[config.mk]
export PLATFORM = sky130hd
export DESIGN_NAME = pcf_forwarder
export DESIGN_NICKNAME = d
export VERILOG_FILES = /design/src/pcf_idsel.v /design/src/pcf_decode.v /design/src/pcf_forwarder.v
export VERILOG_INCLUDE_DIRS = /design/src
export SDC_FILE = /design/constraint.sdc
export NUM_CORES = 1
export LEC_CHECK = 0
export BUFFER_PORTS_ARGS = -buffer_cell sky130_fd_sc_hd__buf_2
export CELL_PAD_IN_SITES_DETAIL_PLACEMENT = 1
export CELL_PAD_IN_SITES_GLOBAL_PLACEMENT = 2
export CORE_UTILIZATION = 30
export CTS_BUF_LIST = sky130_fd_sc_hd__clkbuf_8
export DETAILED_ROUTE_END_ITERATION = 6
export GPL_ROUTABILITY_DRIVEN = 1
export PLACE_DENSITY = 0.8
export SLEW_MARGIN = 25
export SYNTH_ARGS = -nofsm -noshare
export SYNTH_HDL_FRONTEND = slang
export SYNTH_HIERARCHICAL = 1
export SYNTH_SLANG_ARGS = --single-unit
[constraint.sdc]
create_clock -name sys_clk -period 2.5 [get_ports sys_clk]
set_clock_uncertainty 0.15 [all_clocks]
set_input_delay 0.5 -clock sys_clk [delete_from_list [all_inputs] [get_ports sys_clk]]
set_output_delay 0.5 -clock sys_clk [all_outputs]
set_load 0.01 [all_outputs]
[src/pcf_map.vh]
/*
 * Constants for the configuration transaction forwarder: bus commands,
 * address field positions, access type codes and forwarding kinds.
 * Assumes PCI command encodings on active-low C/BE# lines.
 */
`ifndef PCF_MAP_VH
`define PCF_MAP_VH

// Bus commands on C/BE#[3:0] during the address phase
`define PCF_CMD_CFG_RD   4'hA
`define PCF_CMD_CFG_WR   4'hB
`define PCF_CMD_SPECIAL  4'h1

// Access type in AD[1:0]
`define PCF_TYPE0        2'h0
`define PCF_TYPE1        2'h1

// Address field positions
`define PCF_BUS_MSB      23
`define PCF_BUS_LSB      16
`define PCF_DEV_MSB      15
`define PCF_DEV_LSB      11
`define PCF_FN_MSB       10
`define PCF_FN_LSB       8
`define PCF_REG_MSB      7
`define PCF_REG_LSB      2

// Device, function and register values for special cycle and upstream decoding
`define PCF_DEV_ALL      5'h1F
`define PCF_FN_ALL       3'h7
`define PCF_REG_ZERO     6'h00

// Secondary IDSEL lines on S_AD[31:16]
`define PCF_IDSEL_LINES  16

// Forwarding kinds held in the delayed entry
`define PCF_KIND_T0      2'h0
`define PCF_KIND_T1      2'h1
`define PCF_KIND_SPC     2'h2

// Target state machine
`define PCF_ST_IDLE      2'h0
`define PCF_ST_WAIT      2'h1
`define PCF_ST_TERM      2'h2

`endif

[src/pcf_idsel.v]
/*
 * One-hot IDSEL pattern from a 5-bit device number.
 * Device numbers at or above LINES select nothing.
 */
`timescale 1ns/1ps
module pcf_idsel
#(
   parameter LINES = 16
)
(
   input  wire [4:0]       dev_num,
   output wire [LINES-1:0] idsel
);

   genvar g;
   generate
      for (g = 0; g < LINES; g = g + 1)
      begin : g_line
         localparam [4:0] DEV = g;
         assign idsel[g] = (dev_num == DEV);
      end
   endgenerate

endmodule // pcf_idsel

[src/pcf_decode.v]
/*
 * Address phase classifier for one bus port: own Type 0, Type 1 to
 * Type 0 translation, Type 1 forwarding down and up, special cycle.
 * Assumes AD and C/BE# are sampled in the address phase.
 */
`timescale 1ns/1ps
`include "pcf_map.vh"
module pcf_decode
(
   input  wire [31:0] ad,
   input  wire [3:0]  cbe_n,
   input  wire        idsel,
   input  wire [7:0]  sec_bus,
   input  wire [7:0]  sub_bus,
   output wire        own_t0,
   output wire        t1_to_t0,
   output wire        t1_down,
   output wire        t1_up,
   output wire        special,
   output wire [31:0] xaddr,
   output wire [3:0]  xcmd
);

   wire        is_rd  = (cbe_n == `PCF_CMD_CFG_RD);
   wire        is_wr  = (cbe_n == `PCF_CMD_CFG_WR);
   wire        is_cfg = is_rd | is_wr;
   wire        type0  = (ad[1:0] == `PCF_TYPE0);
   wire        type1  = (ad[1:0] == `PCF_TYPE1);
   wire [7:0]  bus    = ad[`PCF_BUS_MSB:`PCF_BUS_LSB];
   wire [4:0]  dev    = ad[`PCF_DEV_MSB:`PCF_DEV_LSB];
   wire [2:0]  fn     = ad[`PCF_FN_MSB:`PCF_FN_LSB];
   wire [5:0]  regn   = ad[`PCF_REG_MSB:`PCF_REG_LSB];
   wire [`PCF_IDSEL_LINES-1:0] sel;

   pcf_idsel #(.LINES(`PCF_IDSEL_LINES)) u_idsel
   (
      .dev_num (dev),
      .idsel   (sel)
   );

   // Function number not looked at for own space
   assign own_t0   = is_cfg & type0 & idsel;
   assign t1_to_t0 = is_cfg & type1 & (bus == sec_bus);
   assign t1_down  = is_cfg & type1 & (bus > sec_bus)
                     & (bus <= sub_bus);
   assign t1_up    = is_wr & type1 & ((bus < sec_bus) | (bus > sub_bus))
                     & (dev == `PCF_DEV_ALL)
                     & (fn == `PCF_FN_ALL);
   assign special  = t1_to_t0 & is_wr & (dev == `PCF_DEV_ALL)
                     & (regn != `PCF_REG_ZERO);

   // Special cycle keeps the address; translation rebuilds it
   assign xaddr = special ? ad
                  : {sel, 5'h00, ad[`PCF_FN_MSB:`PCF_REG_LSB],
                     `PCF_TYPE0};
   assign xcmd  = special ? `PCF_CMD_SPECIAL : cbe_n;

endmodule // pcf_decode

[src/pcf_forwarder.v]
/*
 * Configuration transaction target and forwarding front end of a
 * two-port PCI bridge. Port 0 is the primary bus, port 1 the secondary.
 * Assumes a separate forwarding engine runs the delayed cycle on the
 * far bus and reports done, master abort and read data; the bridge's
 * own configuration space answers reads combinationally.
 */
// How it works
// - Low bits 00 mean Type 0
// - Low bits 01 mean Type 1
// - Claim own Type 0 only with IDSEL
// - Never claim Type 0 on secondary bus
// - One DWORD, disconnect if more requested
// - Own reads return all four bytes
// - Own accesses complete at once, never retry
// - Type 1 to own secondary bus: translate
// - Type 0 generated only on secondary bus
// - Type 0 code, zero dev field, function and register kept
// - Devices 0-15 get one-hot IDSEL
// - Devices 16-30: no IDSEL, still forwarded
// - Device 31 writes: special cycle unless register zero
// - Translated cycles delayed, one 32-bit transfer
// - Subordinate range Type 1 passes down unchanged
// - Out-of-range all-ones writes pass upstream
// - Type 1 forwards delayed, one transfer
// - Function number ignored for own space
// - Latch request fields, then retry initiator
`timescale 1ns/1ps
`include "pcf_map.vh"
module pcf_forwarder
(
   input  wire        sys_clk,
   input  wire        srst,
   input  wire [7:0]  sec_bus_num,
   input  wire [7:0]  sub_bus_num,
   // Primary bus
   input  wire        p_frame_n,
   input  wire        p_irdy_n,
   input  wire [31:0] p_ad_in,
   input  wire [3:0]  primary_cmd_byte_enable_n,
   input  wire        primary_device_select_strobe,
   input  wire        p_par,
   output wire        primary_target_claim_n,
   output wire        primary_target_claim_oe,
   output wire        p_trdy_n,
   output wire        p_trdy_oe,
   output wire        p_stop_n,
   output wire        p_stop_oe,
   output wire [31:0] p_ad_out,
   output wire        p_ad_oe,
   // Secondary bus
   input  wire        s_frame_n,
   input  wire        s_irdy_n,
   input  wire [31:0] s_ad_in,
   input  wire [3:0]  s_cbe_n,
   input  wire        s_par,
   output wire        s_devsel_n,
   output wire        s_devsel_oe,
   output wire        s_trdy_n,
   output wire        s_trdy_oe,
   output wire        s_stop_n,
   output wire        s_stop_oe,
   output wire [31:0] s_ad_out,
   output wire        s_ad_oe,
   // Own configuration space
   output wire [5:0]  cfg_reg_num,
   input  wire [31:0] cfg_rd_data,
   output reg         cfg_wr_en_q,
   output reg  [31:0] cfg_wr_data_q,
   output reg  [3:0]  cfg_wr_be_n_q,
   // Forwarding engine
   output reg         fwd_req_q,
   output reg         fwd_upstream_q,
   output reg  [1:0]  fwd_kind_q,
   output reg  [31:0] fwd_addr_q,
   output reg  [3:0]  fwd_cmd_q,
   output reg  [3:0]  fwd_be_n_q,
   output reg         fwd_par_q,
   output reg  [31:0] fwd_wdata_q,
   input  wire        fwd_done,
   input  wire        fwd_master_abort,
   input  wire [31:0] fwd_rdata
);

   // Port views
   wire [1:0]  frame_n = {s_frame_n, p_frame_n};
   wire [1:0]  irdy_n  = {s_irdy_n, p_irdy_n};
   wire [63:0] ad_in   = {s_ad_in, p_ad_in};
   wire [7:0]  cbe_n   = {s_cbe_n, primary_cmd_byte_enable_n};
   wire [1:0]  par_in  = {s_par, p_par};
   wire [1:0]  idsel   = {1'b0, primary_device_select_strobe};

   wire [1:0]  devsel_w;
   wire [1:0]  trdy_w;
   wire [1:0]  stop_w;
   wire [1:0]  ctl_oe_w;
   wire [1:0]  ad_oe_w;
   wire [63:0] ad_out_w;
   wire [1:0]  set_w;
   wire [1:0]  clr_w;
   wire [1:0]  free_w;
   wire [1:0]  own_fire_w;
   wire [63:0] lat_ad_w;
   wire [63:0] lat_xaddr_w;
   wire [7:0]  lat_xcmd_w;
   wire [3:0]  lat_kind_w;
   wire [1:0]  lat_par_w;

   // Single delayed transaction entry
   reg         dq_valid_q;
   reg         dq_done_q;
   reg         dq_abort_q;
   reg         dq_port_q;
   reg  [31:0] dq_addr_q;
   reg  [3:0]  dq_cmd_q;
   reg  [1:0]  dq_kind_q;
   reg  [31:0] dq_rdata_q;

   assign free_w[0] = ~dq_valid_q;
   assign free_w[1] = ~dq_valid_q & ~set_w[0];

   genvar i;
   generate
      for (i = 0; i < 2; i = i + 1)
      begin : g_port
         localparam       IS_PRI = (i == 0);
         localparam [0:0] PNUM   = i;
         wire [31:0] ad  = ad_in[32*i+31:32*i];
         wire [3:0]  cbe = cbe_n[4*i+3:4*i];
         wire        own_t0;
         wire        t1_to_t0;
         wire        t1_down;
         wire        t1_up;
         wire        special;
         wire [31:0] xaddr;
         wire [3:0]  xcmd;
         reg  [1:0]  st_q;
         reg         frame_prev_q;
         reg         addr_d1_q;
         reg         own_q;
         reg         hit_q;
         reg         rd_q;
         reg  [31:0] ad_q;
         reg  [31:0] xaddr_q;
         reg  [3:0]  xcmd_q;
         reg  [1:0]  kind_q;
         reg         par_q;
         reg         devsel_q;
         reg         trdy_q;
         reg         stop_q;
         reg         ctl_oe_q;
         reg         ad_oe_q;
         reg  [31:0] ad_out_q;

         pcf_decode u_dec
         (
            .ad       (ad),
            .cbe_n    (cbe),
            .idsel    (idsel[i]),
            .sec_bus  (sec_bus_num),
            .sub_bus  (sub_bus_num),
            .own_t0   (own_t0),
            .t1_to_t0 (t1_to_t0),
            .t1_down  (t1_down),
            .t1_up    (t1_up),
            .special  (special),
            .xaddr    (xaddr),
            .xcmd     (xcmd)
         );

         // Secondary side only forwards upward, never Type 0
         wire want_own = IS_PRI ? own_t0 : 1'b0;
         wire want_dly = IS_PRI ? (t1_to_t0 | t1_down)
                                : t1_up;
         wire match    = dq_valid_q & (dq_port_q == PNUM)
                         & (dq_addr_q == ad) & (dq_cmd_q == cbe);
         wire hit      = match & dq_done_q;
         // Expected abort of a special cycle still completes
         wire refl_ab  = hit & dq_abort_q & (dq_kind_q != `PCF_KIND_SPC);
         wire start    = ~frame_n[i] & frame_prev_q
                         & (st_q == `PCF_ST_IDLE);
         wire data_ph  = (st_q == `PCF_ST_WAIT) & ~irdy_n[i];

         assign set_w[i]      = data_ph & ~own_q & ~hit_q & free_w[i];
         assign clr_w[i]      = (data_ph & hit_q) | (start & refl_ab);
         assign own_fire_w[i] = data_ph & own_q;
         assign devsel_w[i]   = devsel_q;
         assign trdy_w[i]     = trdy_q;
         assign stop_w[i]     = stop_q;
         assign ctl_oe_w[i]   = ctl_oe_q;
         assign ad_oe_w[i]    = ad_oe_q;
         assign ad_out_w[32*i+31:32*i]     = ad_out_q;
         assign lat_ad_w[32*i+31:32*i]     = ad_q;
         assign lat_xaddr_w[32*i+31:32*i]  = xaddr_q;
         assign lat_xcmd_w[4*i+3:4*i]      = xcmd_q;
         assign lat_kind_w[2*i+1:2*i]      = kind_q;
         assign lat_par_w[i]               = par_q;

         always @(posedge sys_clk)
         begin
            if (srst)
            begin
               st_q         <= `PCF_ST_IDLE;
               frame_prev_q <= 1'b1;
               addr_d1_q    <= 1'b0;
               own_q        <= 1'b0;
               hit_q        <= 1'b0;
               rd_q         <= 1'b0;
               ad_q         <= 32'h0000_0000;
               xaddr_q      <= 32'h0000_0000;
               xcmd_q       <= 4'h0;
               kind_q       <= `PCF_KIND_T0;
               par_q        <= 1'b0;
               devsel_q     <= 1'b0;
               trdy_q       <= 1'b0;
               stop_q       <= 1'b0;
               ctl_oe_q     <= 1'b0;
               ad_oe_q      <= 1'b0;
               ad_out_q     <= 32'h0000_0000;
            end
            else
            begin
               frame_prev_q <= frame_n[i];
               addr_d1_q    <= start;
               if (addr_d1_q)
                  par_q <= par_in[i];
               case (st_q)
                  `PCF_ST_IDLE:
                  begin
                     ctl_oe_q <= 1'b0;
                     ad_oe_q  <= 1'b0;
                     // Unmatched cycles and aborted non-special cycles are left alone
                     if (start & (want_own | (want_dly & ~refl_ab)))
                     begin
                        st_q     <= `PCF_ST_WAIT;
                        devsel_q <= 1'b1;
                        ctl_oe_q <= 1'b1;
                        own_q    <= want_own;
                        hit_q    <= hit;
                        rd_q     <= (cbe == `PCF_CMD_CFG_RD);
                        ad_q     <= ad;
                        xaddr_q  <= (IS_PRI & t1_to_t0) ? xaddr : ad;
                        xcmd_q   <= (IS_PRI & t1_to_t0) ? xcmd : cbe;
                        kind_q   <= (IS_PRI & special) ? `PCF_KIND_SPC :
                                    (IS_PRI & t1_to_t0) ? `PCF_KIND_T0 :
                                    `PCF_KIND_T1;
                     end
                  end
                  `PCF_ST_WAIT:
                  begin
                     if (data_ph)
                     begin
                        st_q <= `PCF_ST_TERM;
                        if (own_q | hit_q)
                        begin
                           // Disconnect with data if more phases follow
                           trdy_q  <= 1'b1;
                           stop_q  <= ~frame_n[i];
                           ad_oe_q <= rd_q;
                           ad_out_q <= own_q ? cfg_rd_data
                                             : dq_rdata_q;
                        end
                        else
                           stop_q <= 1'b1;
                     end
                  end
                  `PCF_ST_TERM:
                  begin
                     st_q     <= `PCF_ST_IDLE;
                     devsel_q <= 1'b0;
                     trdy_q   <= 1'b0;
                     stop_q   <= 1'b0;
                     ad_oe_q  <= 1'b0;
                  end
                  default:
                     st_q <= `PCF_ST_IDLE;
               endcase
            end
         end
      end
   endgenerate

   assign primary_target_claim_n  = ~devsel_w[0];
   assign primary_target_claim_oe = ctl_oe_w[0];
   assign p_trdy_n   = ~trdy_w[0];
   assign p_trdy_oe  = ctl_oe_w[0];
   assign p_stop_n   = ~stop_w[0];
   assign p_stop_oe  = ctl_oe_w[0];
   assign p_ad_out   = ad_out_w[31:0];
   assign p_ad_oe    = ad_oe_w[0];
   assign s_devsel_n  = ~devsel_w[1];
   assign s_devsel_oe = ctl_oe_w[1];
   assign s_trdy_n   = ~trdy_w[1];
   assign s_trdy_oe  = ctl_oe_w[1];
   assign s_stop_n   = ~stop_w[1];
   assign s_stop_oe  = ctl_oe_w[1];
   assign s_ad_out   = ad_out_w[63:32];
   assign s_ad_oe    = ad_oe_w[1];

   // Register number for own reads; function bits ignored
   assign cfg_reg_num = lat_ad_w[`PCF_REG_MSB:`PCF_REG_LSB];

   // Own configuration writes, no buffering
   always @(posedge sys_clk)
   begin
      if (srst)
      begin
         cfg_wr_en_q   <= 1'b0;
         cfg_wr_data_q <= 32'h0000_0000;
         cfg_wr_be_n_q <= 4'hF;
      end
      else
      begin
         cfg_wr_en_q <= own_fire_w[0] & ~g_port[0].rd_q;
         if (own_fire_w[0])
         begin
            cfg_wr_data_q <= p_ad_in;
            cfg_wr_be_n_q <= primary_cmd_byte_enable_n;
         end
      end
   end

   // Delayed entry: load on first attempt, free on completion
   always @(posedge sys_clk)
   begin
      if (srst)
      begin
         dq_valid_q     <= 1'b0;
         dq_done_q      <= 1'b0;
         dq_abort_q     <= 1'b0;
         dq_port_q      <= 1'b0;
         dq_addr_q      <= 32'h0000_0000;
         dq_cmd_q       <= 4'h0;
         dq_kind_q      <= `PCF_KIND_T0;
         dq_rdata_q     <= 32'h0000_0000;
         fwd_req_q      <= 1'b0;
         fwd_upstream_q <= 1'b0;
         fwd_kind_q     <= `PCF_KIND_T0;
         fwd_addr_q     <= 32'h0000_0000;
         fwd_cmd_q      <= 4'h0;
         fwd_be_n_q     <= 4'hF;
         fwd_par_q      <= 1'b0;
         fwd_wdata_q    <= 32'h0000_0000;
      end
      else
      begin
         fwd_req_q <= 1'b0;
         if (fwd_done & dq_valid_q & ~dq_done_q)
         begin
            dq_done_q  <= 1'b1;
            dq_abort_q <= fwd_master_abort;
            dq_rdata_q <= fwd_rdata;
         end
         if (clr_w[0] | clr_w[1])
            dq_valid_q <= 1'b0;
         if (set_w[0] | set_w[1])
         begin
            dq_valid_q     <= 1'b1;
            dq_done_q      <= 1'b0;
            dq_abort_q     <= 1'b0;
            dq_port_q      <= ~set_w[0];
            fwd_req_q      <= 1'b1;
            fwd_upstream_q <= ~set_w[0];
            if (set_w[0])
            begin
               dq_addr_q   <= lat_ad_w[31:0];
               dq_cmd_q    <= g_port[0].rd_q ? `PCF_CMD_CFG_RD
                                             : `PCF_CMD_CFG_WR;
               dq_kind_q   <= lat_kind_w[1:0];
               fwd_kind_q  <= lat_kind_w[1:0];
               fwd_addr_q  <= lat_xaddr_w[31:0];
               fwd_cmd_q   <= lat_xcmd_w[3:0];
               fwd_par_q   <= lat_par_w[0];
               fwd_be_n_q  <= primary_cmd_byte_enable_n;
               fwd_wdata_q <= p_ad_in;
            end
            else
            begin
               dq_addr_q   <= lat_ad_w[63:32];
               dq_cmd_q    <= `PCF_CMD_CFG_WR;
               dq_kind_q   <= lat_kind_w[3:2];
               fwd_kind_q  <= lat_kind_w[3:2];
               fwd_addr_q  <= lat_xaddr_w[63:32];
               fwd_cmd_q   <= lat_xcmd_w[7:4];
               fwd_par_q   <= lat_par_w[1];
               fwd_be_n_q  <= s_cbe_n;
               fwd_wdata_q <= s_ad_in;
            end
         end
      end
   end

endmodule // pcf_forwarder

# Word-level counts from Yosys, hierarchy flattened
# Index checks and enable logic that the tools add are counted.
# Widths: inputs -> output; s select.
dict set report word_totals {
  regBits 381
  input_bits 163
  output_inout_bits 198
}
dict set report op_classes {
  order_cmp 4
  n_eq_ne 40
  mux 49
  n_bitwise 78
  n_reduce_logical 29
}
# operator count
set op_table {}
lappend op_table {{$mux 32} 6}
lappend op_table {{$eq 32x32->1} 2}
lappend op_table {{$and 1x1->1} 49}
lappend op_table {{$eq 5x4->1 const B} 8}
lappend op_table {{$mux 1} 23}
lappend op_table {{$eq 5x3->1 const B} 4}
lappend op_table {{$not 1->1} 20}
lappend op_table {{$reduce_and 3->1} 6}
lappend op_table {{$eq 4x4->1 const B} 4}
lappend op_table {{$gt 8x8->1} 2}
lappend op_table {{$mux 4} 4}
lappend op_table {{$pmux 1 s2} 8}
lappend op_table {{$reduce_and 2->1} 8}
lappend op_table {{$reduce_bool 2->1} 7}
lappend op_table {{$mux 2} 6}
lappend op_table {{$eq 5x2->1 const B} 2}
lappend op_table {{$eq 5x5->1 const B} 2}
lappend op_table {{$or 1x1->1} 9}
lappend op_table {{$eq 2x1->1 const B} 4}
lappend op_table {{$eq 4x4->1} 2}
lappend op_table {{$eq 8x8->1} 1}
lappend op_table {{$le 8x8->1} 1}
lappend op_table {{$lt 8x8->1} 1}
lappend op_table {{$ne 2x1->1 const B} 4}
lappend op_table {{other kinds (9)} 17}

# Longest topological paths before layout
# Gate-level depths: netlist of run 1.
dict set report logic_depth {
  ltp_word 13
  mapped_depth 12
  depth_no_buf 12
}

# By module
# The synthesis of run 1 kept the hierarchy.
# module n_inst cells_per_inst area_each_um2 seq_area_each_um2
set by_module_without_submodules {}
lappend by_module_without_submodules {pcf_forwarder 1 1890 15845.2 7587.3}
lappend by_module_without_submodules {pcf_decode 2 108 860.8 0.0}
lappend by_module_without_submodules {pcf_idsel 2 23 112.6 0.0}

# Worst setup path after synthesis of run 1
# Ideal clock, no wire load.
dict set report synth_timing {
  kind {input to register}
  start {input port sec_bus_num[6]}
  end {register g_port[0].xaddr_q[10]}
  setup_time_ns 0.134
  t_arrival_ns 2.426
  path_slack_ns -0.210
  path_stages 9
  cell_sequence {inv_1 -> ha_1 -> nand4_1 -> or2_2 -> nor2_1 -> buf_2 -> clkbuf_1 -> mux2i_1 -> a211oi_1}
}
dict set report synth_via {
  elab_cells_between_ends 11
  classes_between {1 x order compare; 1 x eq/ne; 1 x mux; 7 x bitwise; 1 x reduce/logical}
}
# element line_no
set synth_rtl {}
lappend synth_rtl {{start, declared} pcf_forwarder.v:34} ;# input wire [7:0] sec_bus_num,
lappend synth_rtl {{$eq 8x8->1 *} pcf_decode.v:43} ;# assign t1_to_t0 = is_cfg & type1 & (bus == sec_bus);
lappend synth_rtl {{$and 1x1->1 *} pcf_decode.v:43}
lappend synth_rtl {{via g_port[0].t1_to_t0} pcf_forwarder.v:131} ;# wire t1_to_t0;
lappend synth_rtl {{$or 1x1->1} pcf_forwarder.v:173} ;# wire want_dly = IS_PRI ? (t1_to_t0 | t1_down)
lappend synth_rtl {{$and 1x1->1} pcf_forwarder.v:233} ;# if (start & (want_own | (want_dly & ~refl_ab)))
lappend synth_rtl {{$or 1x1->1} pcf_forwarder.v:233}
lappend synth_rtl {{$and 1x1->1} pcf_forwarder.v:233}
lappend synth_rtl {{$reduce_and 2->1 (no source line)} --}
lappend synth_rtl {{end signal, assigned} pcf_forwarder.v:242} ;# xaddr_q <= (IS_PRI & t1_to_t0) ? xaddr : ad;
lappend synth_rtl {{end, declared} pcf_forwarder.v:144} ;# reg [31:0] xaddr_q;
# Mark *: on every way through the listed nets, which the timed path passes. The rest lies on a longest branch.
# A chain may end at the register's enable or synchronous reset.

# Final worst setup path of run 1
dict set report layout_timing {
  start {input port p_ad_in[23]}
  end {register g_port[0].xaddr_q[23]}
}
dict set report layout_via {
  elab_cells_between_ends 23
  classes_between {2 x order compare; 2 x eq/ne; 2 x mux; 16 x bitwise; 1 x reduce/logical}
}
# element line_no
set layout_rtl {}
lappend layout_rtl {{start, declared} pcf_forwarder.v:39} ;# input wire [31:0] p_ad_in,
lappend layout_rtl {{$eq 8x8->1} pcf_decode.v:43}
lappend layout_rtl {{$and 1x1->1} pcf_decode.v:43}
lappend layout_rtl {{$and 1x1->1 (3 in a row)} pcf_decode.v:49} ;# assign special = t1_to_t0 & is_wr & (dev == `PCF_DEV_ALL)
lappend layout_rtl {{$mux 32 *} pcf_decode.v:53} ;# assign xaddr = special ? ad
lappend layout_rtl {{via g_port[0].xaddr[23]} pcf_forwarder.v:135} ;# wire [31:0] xaddr;
lappend layout_rtl {{$mux 32 *} pcf_forwarder.v:242}
# Marks and branches as above.

==> results of run 1 <==
==> power groups by stage <==
stage	Sequential, mW	Combinational [mW]	Clock, mW
6_report	6.08	1.02	6.24
5_1_grt	6.08	1.08	6.69
4_1_cts	6.08	0.990	6.41
3_5_place_dp	6.21	0.913	0
3_3_place_gp	6.21	0.897	0
2_1_floorplan	6.21	0.336	0
==> layout make-up <==
class,count,area share (%)
timing repair buffer,580,17.2
sequential,379,33.1
clock inverter,24,0.595
tap,756,4.12
multi-input combinational,1461,38.2
timing repair inverter,1,0.0382
clock buffer,95,5.70
inverter,46,0.922
antenna,7,0.0764
==> routing by layer <==
| metal | share of wire, % | vias up | GRT usage [%] |
|---|---|---|---|
| met5 | 0 | - | 0 |
| met4 | 3.3 | 0 | 9.99 |
| met3 | 6.9 | 129 | 4.81 |
| met2 | 45 | 566 | 39.0 |
| met1 | 45 | 8648 | 33.8 |
| li1 | - | 8175 | - |
==> worst paths after layout <==
path / startpoint / end / cells after the start
worst max-delay path: p_ad_in[23] / g_port[0].xaddr_q[23]$_SDFFE_PP0P_ / 11
worst min-delay path: p_ad_in[6] / fwd_wdata_q[6]$_SDFFE_PP0P_ / 3
worst max register to register: dq_addr_q[2]$_SDFFE_PP0P_ / g_port[0].xaddr_q[1]$_SDFFE_PP0P_ / 9
worst min register to register: s_ad_out[5]$_SDFFE_PP0P_ / s_ad_out[5]$_SDFFE_PP0P_ / 2
==> through the flow <==
step	TNS, ns	utilization, %	power [mW]	worst slack [ns]	instances
finish	0	40.5	13.3	0.0433	3349
global route	-0.501	40.5	13.9	-0.0420	3347
CTS	0	40.1	13.5	0.00987	3335
detailed placement	-76.22	36.6	7.12	-0.801	3164
global placement	-68.38	36.6	7.10	-0.701	3164
floorplan	-1.52	-	6.54	-0.0845	2077
==> timing repair <==
action / CTS / global route
hold endpoints to repair: 59 / 0
gates resized for setup: 4 / 40
hold buffers: 52 / 0
setup endpoints to repair: 59 / 117
pin swaps: 1 / 7
cloned: 0 / 3
setup buffers: 0 / 5
==> worst max-delay path, cell delays in order <==
cell,delay (ns)
buf_2,0.14
buf_4,0.15
ha_4,0.26
nand4_1,0.12
or2_4,0.31
a311o_2,0.41
buf_4,0.18
inv_6,0.13
mux2_4,0.32
mux2i_1,0.20
a211oi_2,0.09
==> layout by cell type, fill, tap and decap left out, drive strengths merged, types with 5 or more instances in the layout <==
cell	n
nor2b	6
dlygate4sd3	52
nand3	78
inv	61
a21o	6
and2	7
nand3b	7
nand4	27
dfxtp	379
a211oi	75
mux2	16
nor2	176
or2	8
xnor2	66
buf	528
nand2	398
ha	32
and3	5
mux2i	72
o21ai	77
a21oi	234
a311oi	100
o211ai	7
clkbuf	95
nor3	21
diode	7
==> results by group, run 1 <==
Outcome
  • Status: complete, no violations

STA
  • Slew Limit Fails: 0
  • Achievable Freq: approximately 0.41 GHz
  • Post-layout min period: around 2.5 ns
  • Period utilisation layout: slightly below 100%
  • Slew @ Worst Pin: approximately 0.72 ns
  • # setup viols final: 0
  • Hold_ws: 0.0541 ns
  • Rel. slew slack: between 50% and 60%
  • Unrepaired setup endpoints after global routing: true
  • Final Hold Viols: 0

Clock tree
  • Clock transition at the registers of the reported paths: around 0.06 ns
  • Max Root-Sink Buffers: 3
  • Root buf cell: clkbuf_8
  • CTS tree: done
  • Clock Sinks: about 380
  • Clk Latency, worst-skew pair: around 0.66 ns
  • CTS buffer count: between 70 and 80
  • Htree depth: 3

Routing
  • Via count: roughly 18000
  • Pre-antenna DRT Iters: 5
  • Detailed Route WL: between 70 and 80 mm
  • ANT nets after route: 0
  • Initial DRC count: ~1100
  • Routed WL per cell: ~22 um
  • Vias per std cell: ~5.2
  • Post-route DRC: 0

Power and ir drop
  • Pwr Density: 582 mW/mm^2
  • Flop pwr share: between 40% and 50%
  • Maximum vdd ir drop: 0.322 mV
  • Total internal power: around 10 mW
  • Net switching power figure: 3.37 mW
  • Clk network pwr share: approximately 47%
  • Comb pwr share: ~7.6%
  • Switching Share: ~25%
  • Leak pwr: between 8 and 9 nW

Cells and area
  • Largest Register: g_port.xaddr_q
  • Final Cell Area: roughly 0.023 sq mm
  • Multi-input combinational cell area: just under 0.009 sq mm
  • Fin nets: ~2700
  • Fraction of layout cells with a size suffix above 1: 28.3%
  • P&R area growth vs syn: 33.1%
  • FILL cells: approximately 6800
  • Number of flip-flops in the largest register: 64
  • Register Area: ~0.0076 sq mm

Die
  • Die Y: 242 um
  • Die area: between 0.05 and 0.06 sq mm
  • Die Width: between 200 and 250 um
  • Row count: 87
  • I/O pins: 361
  • Initial Util: 30.4%
  • Core Footprint: approximately 0.057 sq mm

Synthesis
  • Synthesized netlist cell count: about 2100
  • Cell Area, Synth: roughly 0.017 sq mm
  • Yosys warning count: 6
  • Synthesized area per cell: between 8 and 9 sq um
  • Post-Syn Nets: between 2000 and 2500

Place
  • Post-detail-place hpwl: about 54 mm
  • # port buffers: 360
  • Final Wtd Congestion: 0.866
  • DP Area: just over 0.02 sq mm

Setup path
  • WP data required: between 2 and 3 ns
  • Crit path DAT: ~2.8 ns
  • Crit start category: input port
  • Max Fanout on Critical Path: 8
  • R2r setup slk: 0.10 ns
  • Worst Setup End Kind: flip-flop
  • CP Class: input port to flip-flop

Job
  • Max cap viols: 0

GRT
  • Vias in the first global route: roughly 18000
  • Remaining global-route overflow: 0
  • Initial antenna violation count: 8
  • All-Layer GR Usage: between 20% and 30%
  • First-pass GRT wire length: roughly 110 mm
  • Pin count of the biggest net entering global routing: 91

Worst hold path
  • Hold Crit Class: input port to flip-flop
Power figures use the tool's default switching activity.
==> run 2, diff against run 1 <==
--- a/config.mk
+++ b/config.mk
@@ -14,7 +14,7 @@
 export DETAILED_ROUTE_END_ITERATION = 6
 export GPL_ROUTABILITY_DRIVEN = 1
 export PLACE_DENSITY = 0.8
-export SLEW_MARGIN = 25
+export REMOVE_ABC_BUFFERS = 1
 export SYNTH_ARGS = -nofsm -noshare
 export SYNTH_HDL_FRONTEND = slang
 export SYNTH_HIERARCHICAL = 1
==> results by group, run 2 (same netlist as run 1, synthesis figures left out) <==
GRT
  • Vias in the first global route: 18200 (-0.60%)
  • All-Layer GR Usage: 23.7% (-1.3 points)
  • Remaining global-route overflow: 0 (unchanged)
  • Pin count of the biggest net entering global routing: 106 (+16%)
  • Initial antenna violation count: 4 (-4)
  • First-pass GRT wire length: 108 mm (-4.4%)

Setup path
  • R2R cell count: 9 (unchanged)
  • FF-to-FF Start: dq_addr_q[9]$_SDFFE_PP0P_
  • Worst Setup EP: g_port[0].ad_q[15]$_SDFFE_PP0P_
  • Max Fanout on Critical Path: 16 (+8)
  • Crit path launch: dq_addr_q[9]$_SDFFE_PP0P_
  • Crit start category: flip-flop
  • Worst R2R End: g_port[0].ad_q[15]$_SDFFE_PP0P_
  • CP Class: flip-flop to flip-flop
  • WP data required: 2.92 ns (+0.05 ns)
  • R2r setup slk: 0.04 ns (-0.06 ns)
  • Worst Setup End Kind: flip-flop
  • Crit path DAT: 2.89 ns (+0.06 ns)

Routing
  • WL met1: 31.4 mm (-7.3%)
  • Via count: 17300 (-1.2%)
  • Top Layer Used: met5
  • Met2 wire length: 33.9 mm (+0.99%)
  • Routed WL per cell: 21.3 um (-4.8%)
  • Detailed Route WL: 71.2 mm (-5.1%)
  • Post-route DRC: 0 (unchanged)
  • Initial DRC count: 891 (-22%)
  • Vias per std cell: 5.19 (-0.87%)
  • Met3 Wirelength: 4.16 mm (-20%)
  • Pre-antenna DRT Iters: 5 (unchanged)
  • ANT nets after route: 0 (unchanged)

Clock tree
  • Clk Latency, worst-skew pair: 0.65 ns (about the same)
  • Clock transition at the registers of the reported paths: 0.06 ns (about the same)
  • CTS tree: done
  • Setup Fix Bufs, Post-CTS: 0 (unchanged)
  • Max Root-Sink Buffers: 3 (unchanged)
  • Clock Sinks: 379 (unchanged)
  • Root buf cell: clkbuf_8
  • Htree depth: 3 (unchanged)
  • CTS buffer count: 73 (-1.4%)

Cells and area
  • Largest Register: g_port.xaddr_q
  • Fraction of layout cells with a size suffix above 1: 27.3% (-0.94 points)
  • Fin nets: 2729 (-0.33%)
  • P&R area growth vs syn: 31.8%
  • Number of flip-flops in the largest register: 64 (unchanged)
  • Ant. Diodes: 0 (-7)
  • Multi-input combinational cell area: 0.00871 sq mm (-0.56%)
  • Commonest non-fill, non-tap cell in the layout: nand2_1
  • FILL cells: 6800 (-0.64%)
  • Commonest cells after routing, fill and taps aside: 396 x nand2_1, 378 x dfxtp_1, 359 x buf_2
  • Register Area: 0.00759 sq mm (unchanged)

Place
  • Final Wtd Congestion: 0.853 (-1.4%)
  • # port buffers: 360 (unchanged)
  • Post-detail-place hpwl: 50.0 mm (-6.8%)

Job
  • Max cap viols: 0 (unchanged)

STA
  • Post-layout min period: 2.46 ns (+0.00666 ns)
  • # setup viols final: 0 (unchanged)
  • Rel. slew slack: 55.0% (+3.2 points)
  • Slew @ Worst Pin: 0.675 ns (-0.0481 ns)
  • Final Hold Viols: 0 (unchanged)
  • Period utilisation layout: 98.5% (+0.27 points)
  • Slew Limit Fails: 0 (unchanged)
  • Achievable Freq: 0.406 GHz (-0.27%)
  • Hold_ws: 0.0556 ns (+0.00151 ns)
  • Setup TNS: 0 ns (unchanged)

Power and ir drop
  • Pwr Density: 582 mW/mm^2 (about the same)
  • Leak pwr: 8.86 nW (-0.54%)
  • Power Total: 13.2 mW (-0.94%)
  • Maximum vdd ir drop: 0.284 mV (-12%)

Die
  • Core Footprint: 0.0566 sq mm (unchanged)
  • Die Width: 242 um (unchanged)
  • I/O pins: 361 (unchanged)
  • Row count: 87 (unchanged)
  • Initial Util: 30.4% (unchanged)
  • Die Y: 242 um (unchanged)
  • Die area: 0.0584 sq mm (unchanged)

Worst hold path
  • Hold Crit Class: input port to flip-flop

Outcome
  • Status: complete, no violations
[run 2: power by group]
part	switching [mW]	leakage, nW	total (mW)	internal (mW)
sequential	0.0149	3.05	6.08	6.06
clock	2.84	0.817	6.17	3.33
combinational	0.538	4.99	0.960	0.423
[run 2: per-layer routing]
metal | vias to the layer above | GRT usage [%]
li1 | 8158 | -
met1 | 8526 | 29.8
met2 | 516 | 39.9
met3 | 107 | 5.07
met4 | 6 | 7.87
met5 | - | 0
[run 2: layout make-up]
class / count / share of cell area [%]
inverter: 46 / 0.794
tap: 756 / 4.17
clock inverter: 31 / 0.645
timing repair buffer: 573 / 17.0
multi-input combinational: 1461 / 38.4
clock buffer: 93 / 5.64
sequential: 379 / 33.4
[run 2: what timing repair did]
| item | 4_1_cts | 5_1_grt |
|---|---|---|
| pin swaps | 0 | 5 |
| hold buffers | 61 | 0 |
| resized for setup | 1 | 26 |
| endpoints found under the setup margin | 8 | 79 |
| endpoints found under the hold margin | 77 | 0 |
[run 2: worst min-delay path by stage]
stage          cells past startpoint                           endpoint                             from
2_1_floorplan                      2    g_port[0].devsel_q$_SDFFE_PP0P_  g_port[0].devsel_q$_SDFFE_PP0P_
5_1_grt                            3  g_port[1].xaddr_q[9]$_SDFFE_PP0P_                       s_ad_in[9]
6_report                           3          p_ad_out[25]$_SDFFE_PP0P_                  cfg_rd_data[25]
3_5_place_dp                       2     cfg_wr_data_q[20]$_SDFFE_PP0P_   cfg_wr_data_q[20]$_SDFFE_PP0P_
4_1_cts                            3        fwd_wdata_q[9]$_SDFFE_PP0P_                       s_ad_in[9]
3_3_place_gp                       2           s_ad_out[6]$_SDFFE_PP0P_         s_ad_out[6]$_SDFFE_PP0P_
[run 2: per-stage QoR]
stage,cells,instance area (sq um),util [%],worst slack (ns)
floorplan,1886,16300,-,-3.49
CTS,3339,22600,39.9,0.0123
finish,3339,22700,40.1,0.0366
global route,3339,22700,40.1,-0.00408
detailed placement,3154,20500,36.3,-0.647
global placement,3154,20500,36.3,-0.552
[run 2: worst max-delay path: stages, from the launching register on]
cell and delay, ns:
dfxtp_1 0.34, xnor2_1 0.34, buf_4 0.20, nand4_1 0.11, nor3_1 0.25, buf_4 0.17
and4_2 0.30, buf_4 0.26, o21ai_0 0.13, a21oi_1 0.16
==> run 3, diff against run 2 <==
--- a/config.mk
+++ b/config.mk
@@ -13,6 +13,7 @@
 export CTS_BUF_LIST = sky130_fd_sc_hd__clkbuf_8
 export DETAILED_ROUTE_END_ITERATION = 6
 export GPL_ROUTABILITY_DRIVEN = 1
+export HOLD_SLACK_MARGIN = 0.15
 export PLACE_DENSITY = 0.8
 export REMOVE_ABC_BUFFERS = 1
 export SYNTH_ARGS = -nofsm -noshare
==> results by group, run 3 (same netlist as run 1, synthesis figures left out) <==
Place
  • DP Area: 0.0205 sq mm (unchanged)
  • Post-place setup slack: -0.647 ns (unchanged)
  • Final Wtd Congestion: 0.853 (unchanged)
  • # port buffers: 360 (unchanged)
  • Post-detail-place hpwl: 50.0 mm (unchanged)

Routing
  • Routed WL per cell: 21.5 um (+0.70%)
  • Post-route DRC: 0 (unchanged)
  • ANT nets after route: 0 (unchanged)
  • Initial DRC count: 855 (-4.0%)
  • Via count: 17700 (+2.3%)
  • Pre-antenna DRT Iters: 5 (unchanged)
  • Vias per std cell: 5.17 (-0.24%)
  • Detailed Route WL: 73.6 mm (+3.3%)

Clock tree
  • Clk Latency, worst-skew pair: 0.65 ns (about the same)
  • CTS tree: done
  • CTS buffer count: 73 (unchanged)
  • Htree depth: 3 (unchanged)
  • Clock transition at the registers of the reported paths: 0.06 ns (about the same)
  • Root buf cell: clkbuf_8
  • Clock Sinks: 379 (unchanged)
  • Max Root-Sink Buffers: 3 (unchanged)

Cells and area
  • Commonest non-fill, non-tap cell in the layout: nand2_1
  • Final Cell Area: 0.0236 sq mm (+3.7%)
  • FILL cells: 6750 (-0.74%)
  • Fraction of layout cells with a size suffix above 1: 26.3% (-1.1 points)
  • Fin nets: 2814 (+3.1%)
  • P&R area growth vs syn: 36.7%
  • Number of flip-flops in the largest register: 64 (unchanged)
  • Commonest cells after routing, fill and taps aside: 396 x nand2_1, 378 x dfxtp_1, 358 x buf_2
  • Largest Register: g_port.xaddr_q

Die
  • Die Y: 242 um (unchanged)
  • Initial Util: 30.4% (unchanged)
  • Row count: 87 (unchanged)
  • Core Footprint: 0.0566 sq mm (unchanged)
  • Die area: 0.0584 sq mm (unchanged)
  • I/O pins: 361 (unchanged)
  • Die Width: 242 um (unchanged)

Setup path
  • Worst R2R End: g_port[0].xaddr_q[6]$_SDFFE_PP0P_
  • Worst-path cell chain: dlygate4sd3_1 > buf_2 > nand2_1 > or3_1 > a311o_2 > buf_6 > clkinv_8 > mux2_2 > mux2i_1 > a211oi_1
  • Worst Setup End Kind: flip-flop
  • Crit start category: input port
  • Max Fanout on Critical Path: 8 (-8)
  • Crit path DAT: 2.89 ns (about the same)
  • Crit path launch: p_ad_in[15]
  • Max stage delay on crit path: 0.52 ns (+0.18 ns)
  • R2r setup slk: 0.08 ns (+0.04 ns)
  • CP Class: input port to flip-flop
  • Crit-path slowest cell: dlygate4sd3_1
  • Worst Setup EP: g_port[0].xaddr_q[20]$_SDFFE_PP0P_
  • R2R cell count: 9 (unchanged)
  • FF-to-FF Start: dq_addr_q[9]$_SDFFE_PP0P_
  • WP data required: 2.87 ns (-0.05 ns)

GRT
  • Pin count of the biggest net entering global routing: 106 (unchanged)
  • Vias in the first global route: 18800 (+3.4%)
  • Initial antenna violation count: 3 (-1)
  • All-Layer GR Usage: 24.5% (+0.82 points)
  • First-pass GRT wire length: 112 mm (+3.5%)
  • Remaining global-route overflow: 0 (unchanged)

STA
  • Period utilisation layout: 101% (+2.2 points)
  • Achievable Freq: 0.397 GHz (-2.2%)
  • Rel. slew slack: 55.2% (+0.18 points)
  • Slew Limit Fails: 0 (unchanged)
  • Slew @ Worst Pin: 0.672 ns (-0.00273 ns)
  • Post-layout min period: 2.52 ns (+0.0544 ns)
  • Final setup margin: -0.0178 ns (-0.0544 ns)
  • Unrepaired setup endpoints after global routing: true
  • # setup viols final: 2 (+2)
  • Final Hold Viols: 0 (unchanged)

Worst hold path
  • Hold Crit Class: input port to flip-flop

Power and ir drop
  • Maximum vdd ir drop: 0.289 mV (+1.8%)
  • Leak pwr: 9.24 nW (+4.2%)
  • Power Total: 13.3 mW (+0.87%)
  • Pwr Density: 566 mW/mm^2 (-2.8%)

Outcome
  • Status: finished, violations left
  • Violated checks: negative setup slack

Job
  • Max cap viols: 0 (unchanged)
run 3: cell types whose count changed in the layout (fill, tap and decap cells not counted), moves of 2 or more:
cell	before	now
buf_4	127	124
buf_6	3	8
o21ai_1	30	32
a211oi_1	59	69
a211oi_2	16	6
dlygate4sd3_1	61	143
o21ai_0	47	45
run 3: layer usage:
metal	global-route usage, %	vias up	share of wire (%)
li1	-	8338	-
met1	30.7	8706	44
met2	41.6	542	48
met3	4.95	127	5.8
met4	8.32	4	2.9
met5	0	-	0.042
run 3: final cells by class:
| cell class | count | area, sq um | share of cell area [%] |
|---|---|---|---|
| Antenna cell | 1 | 2.50 | 0.0106 |
| Tap cell | 756 | 946 | 4.02 |
| Sequential cell | 379 | 7590 | 32.2 |
| Multi-Input combinational cell | 1461 | 8670 | 36.8 |
| Timing Repair inverter | 1 | 16.3 | 0.0691 |
| Timing Repair Buffer | 657 | 4710 | 20.0 |
| Clock buffer | 93 | 1280 | 5.43 |
| Inverter | 46 | 189 | 0.802 |
| Clock inverter | 31 | 146 | 0.622 |
run 3: worst max-delay path: cells and delay by family:
kind,cells,cell delay [ns]
buffers and inverters,4,0.95
AO/OA/AOI/OAI,2,0.57
multiplexers,2,0.48
AND/OR/NAND/NOR,2,0.38
run 3: worst min path at each step:
stage	startpoint	slack [ns]	to	cells after the start
floorplan	g_port[0].devsel_q$_SDFFE_PP0P_	0.28	g_port[0].devsel_q$_SDFFE_PP0P_	2
global placement	s_ad_out[6]$_SDFFE_PP0P_	0.29	s_ad_out[6]$_SDFFE_PP0P_	2
detailed placement	cfg_wr_data_q[20]$_SDFFE_PP0P_	0.30	cfg_wr_data_q[20]$_SDFFE_PP0P_	2
CTS	s_cbe_n[2]	0.15	g_port[1].rd_q$_SDFFE_PP0P_	5
global route	s_cbe_n[2]	0.19	g_port[1].rd_q$_SDFFE_PP0P_	5
finish	s_cbe_n[2]	0.21	g_port[1].rd_q$_SDFFE_PP0P_	5
run 3: power by group:
part           total, mW  leakage (nW)  switching (mW)  internal [mW]
logic               1.07          5.36           0.565          0.509
registers           6.08          3.05          0.0150           6.06
clock network       6.17         0.817            2.84           3.33
run 3: stage by stage:
stage / util (%) / TNS (ns) / instances / hold slack, ns
after global placement: 36.3 / -48.73 / 3154 / 0.290
final: 41.6 / -0.0216 / 3425 / 0.206
after CTS: 41.3 / 0 / 3422 / 0.151
after detailed placement: 36.3 / -59.33 / 3154 / 0.298
after global routing: 41.6 / -0.283 / 3424 / 0.185
after floorplan: - / -644.58 / 1886 / 0.280
run 3: repair_timing:
| action | CTS | global route |
|---|---|---|
| pin swaps | 0 | 4 |
| buffers inserted | 0 | 1 |
| hold endpoints to repair | 232 | 0 |
| setup endpoints to repair | 8 | 106 |
| resized for setup | 1 | 33 |
| gates cloned | 0 | 1 |
| hold buffers | 144 | 0 |
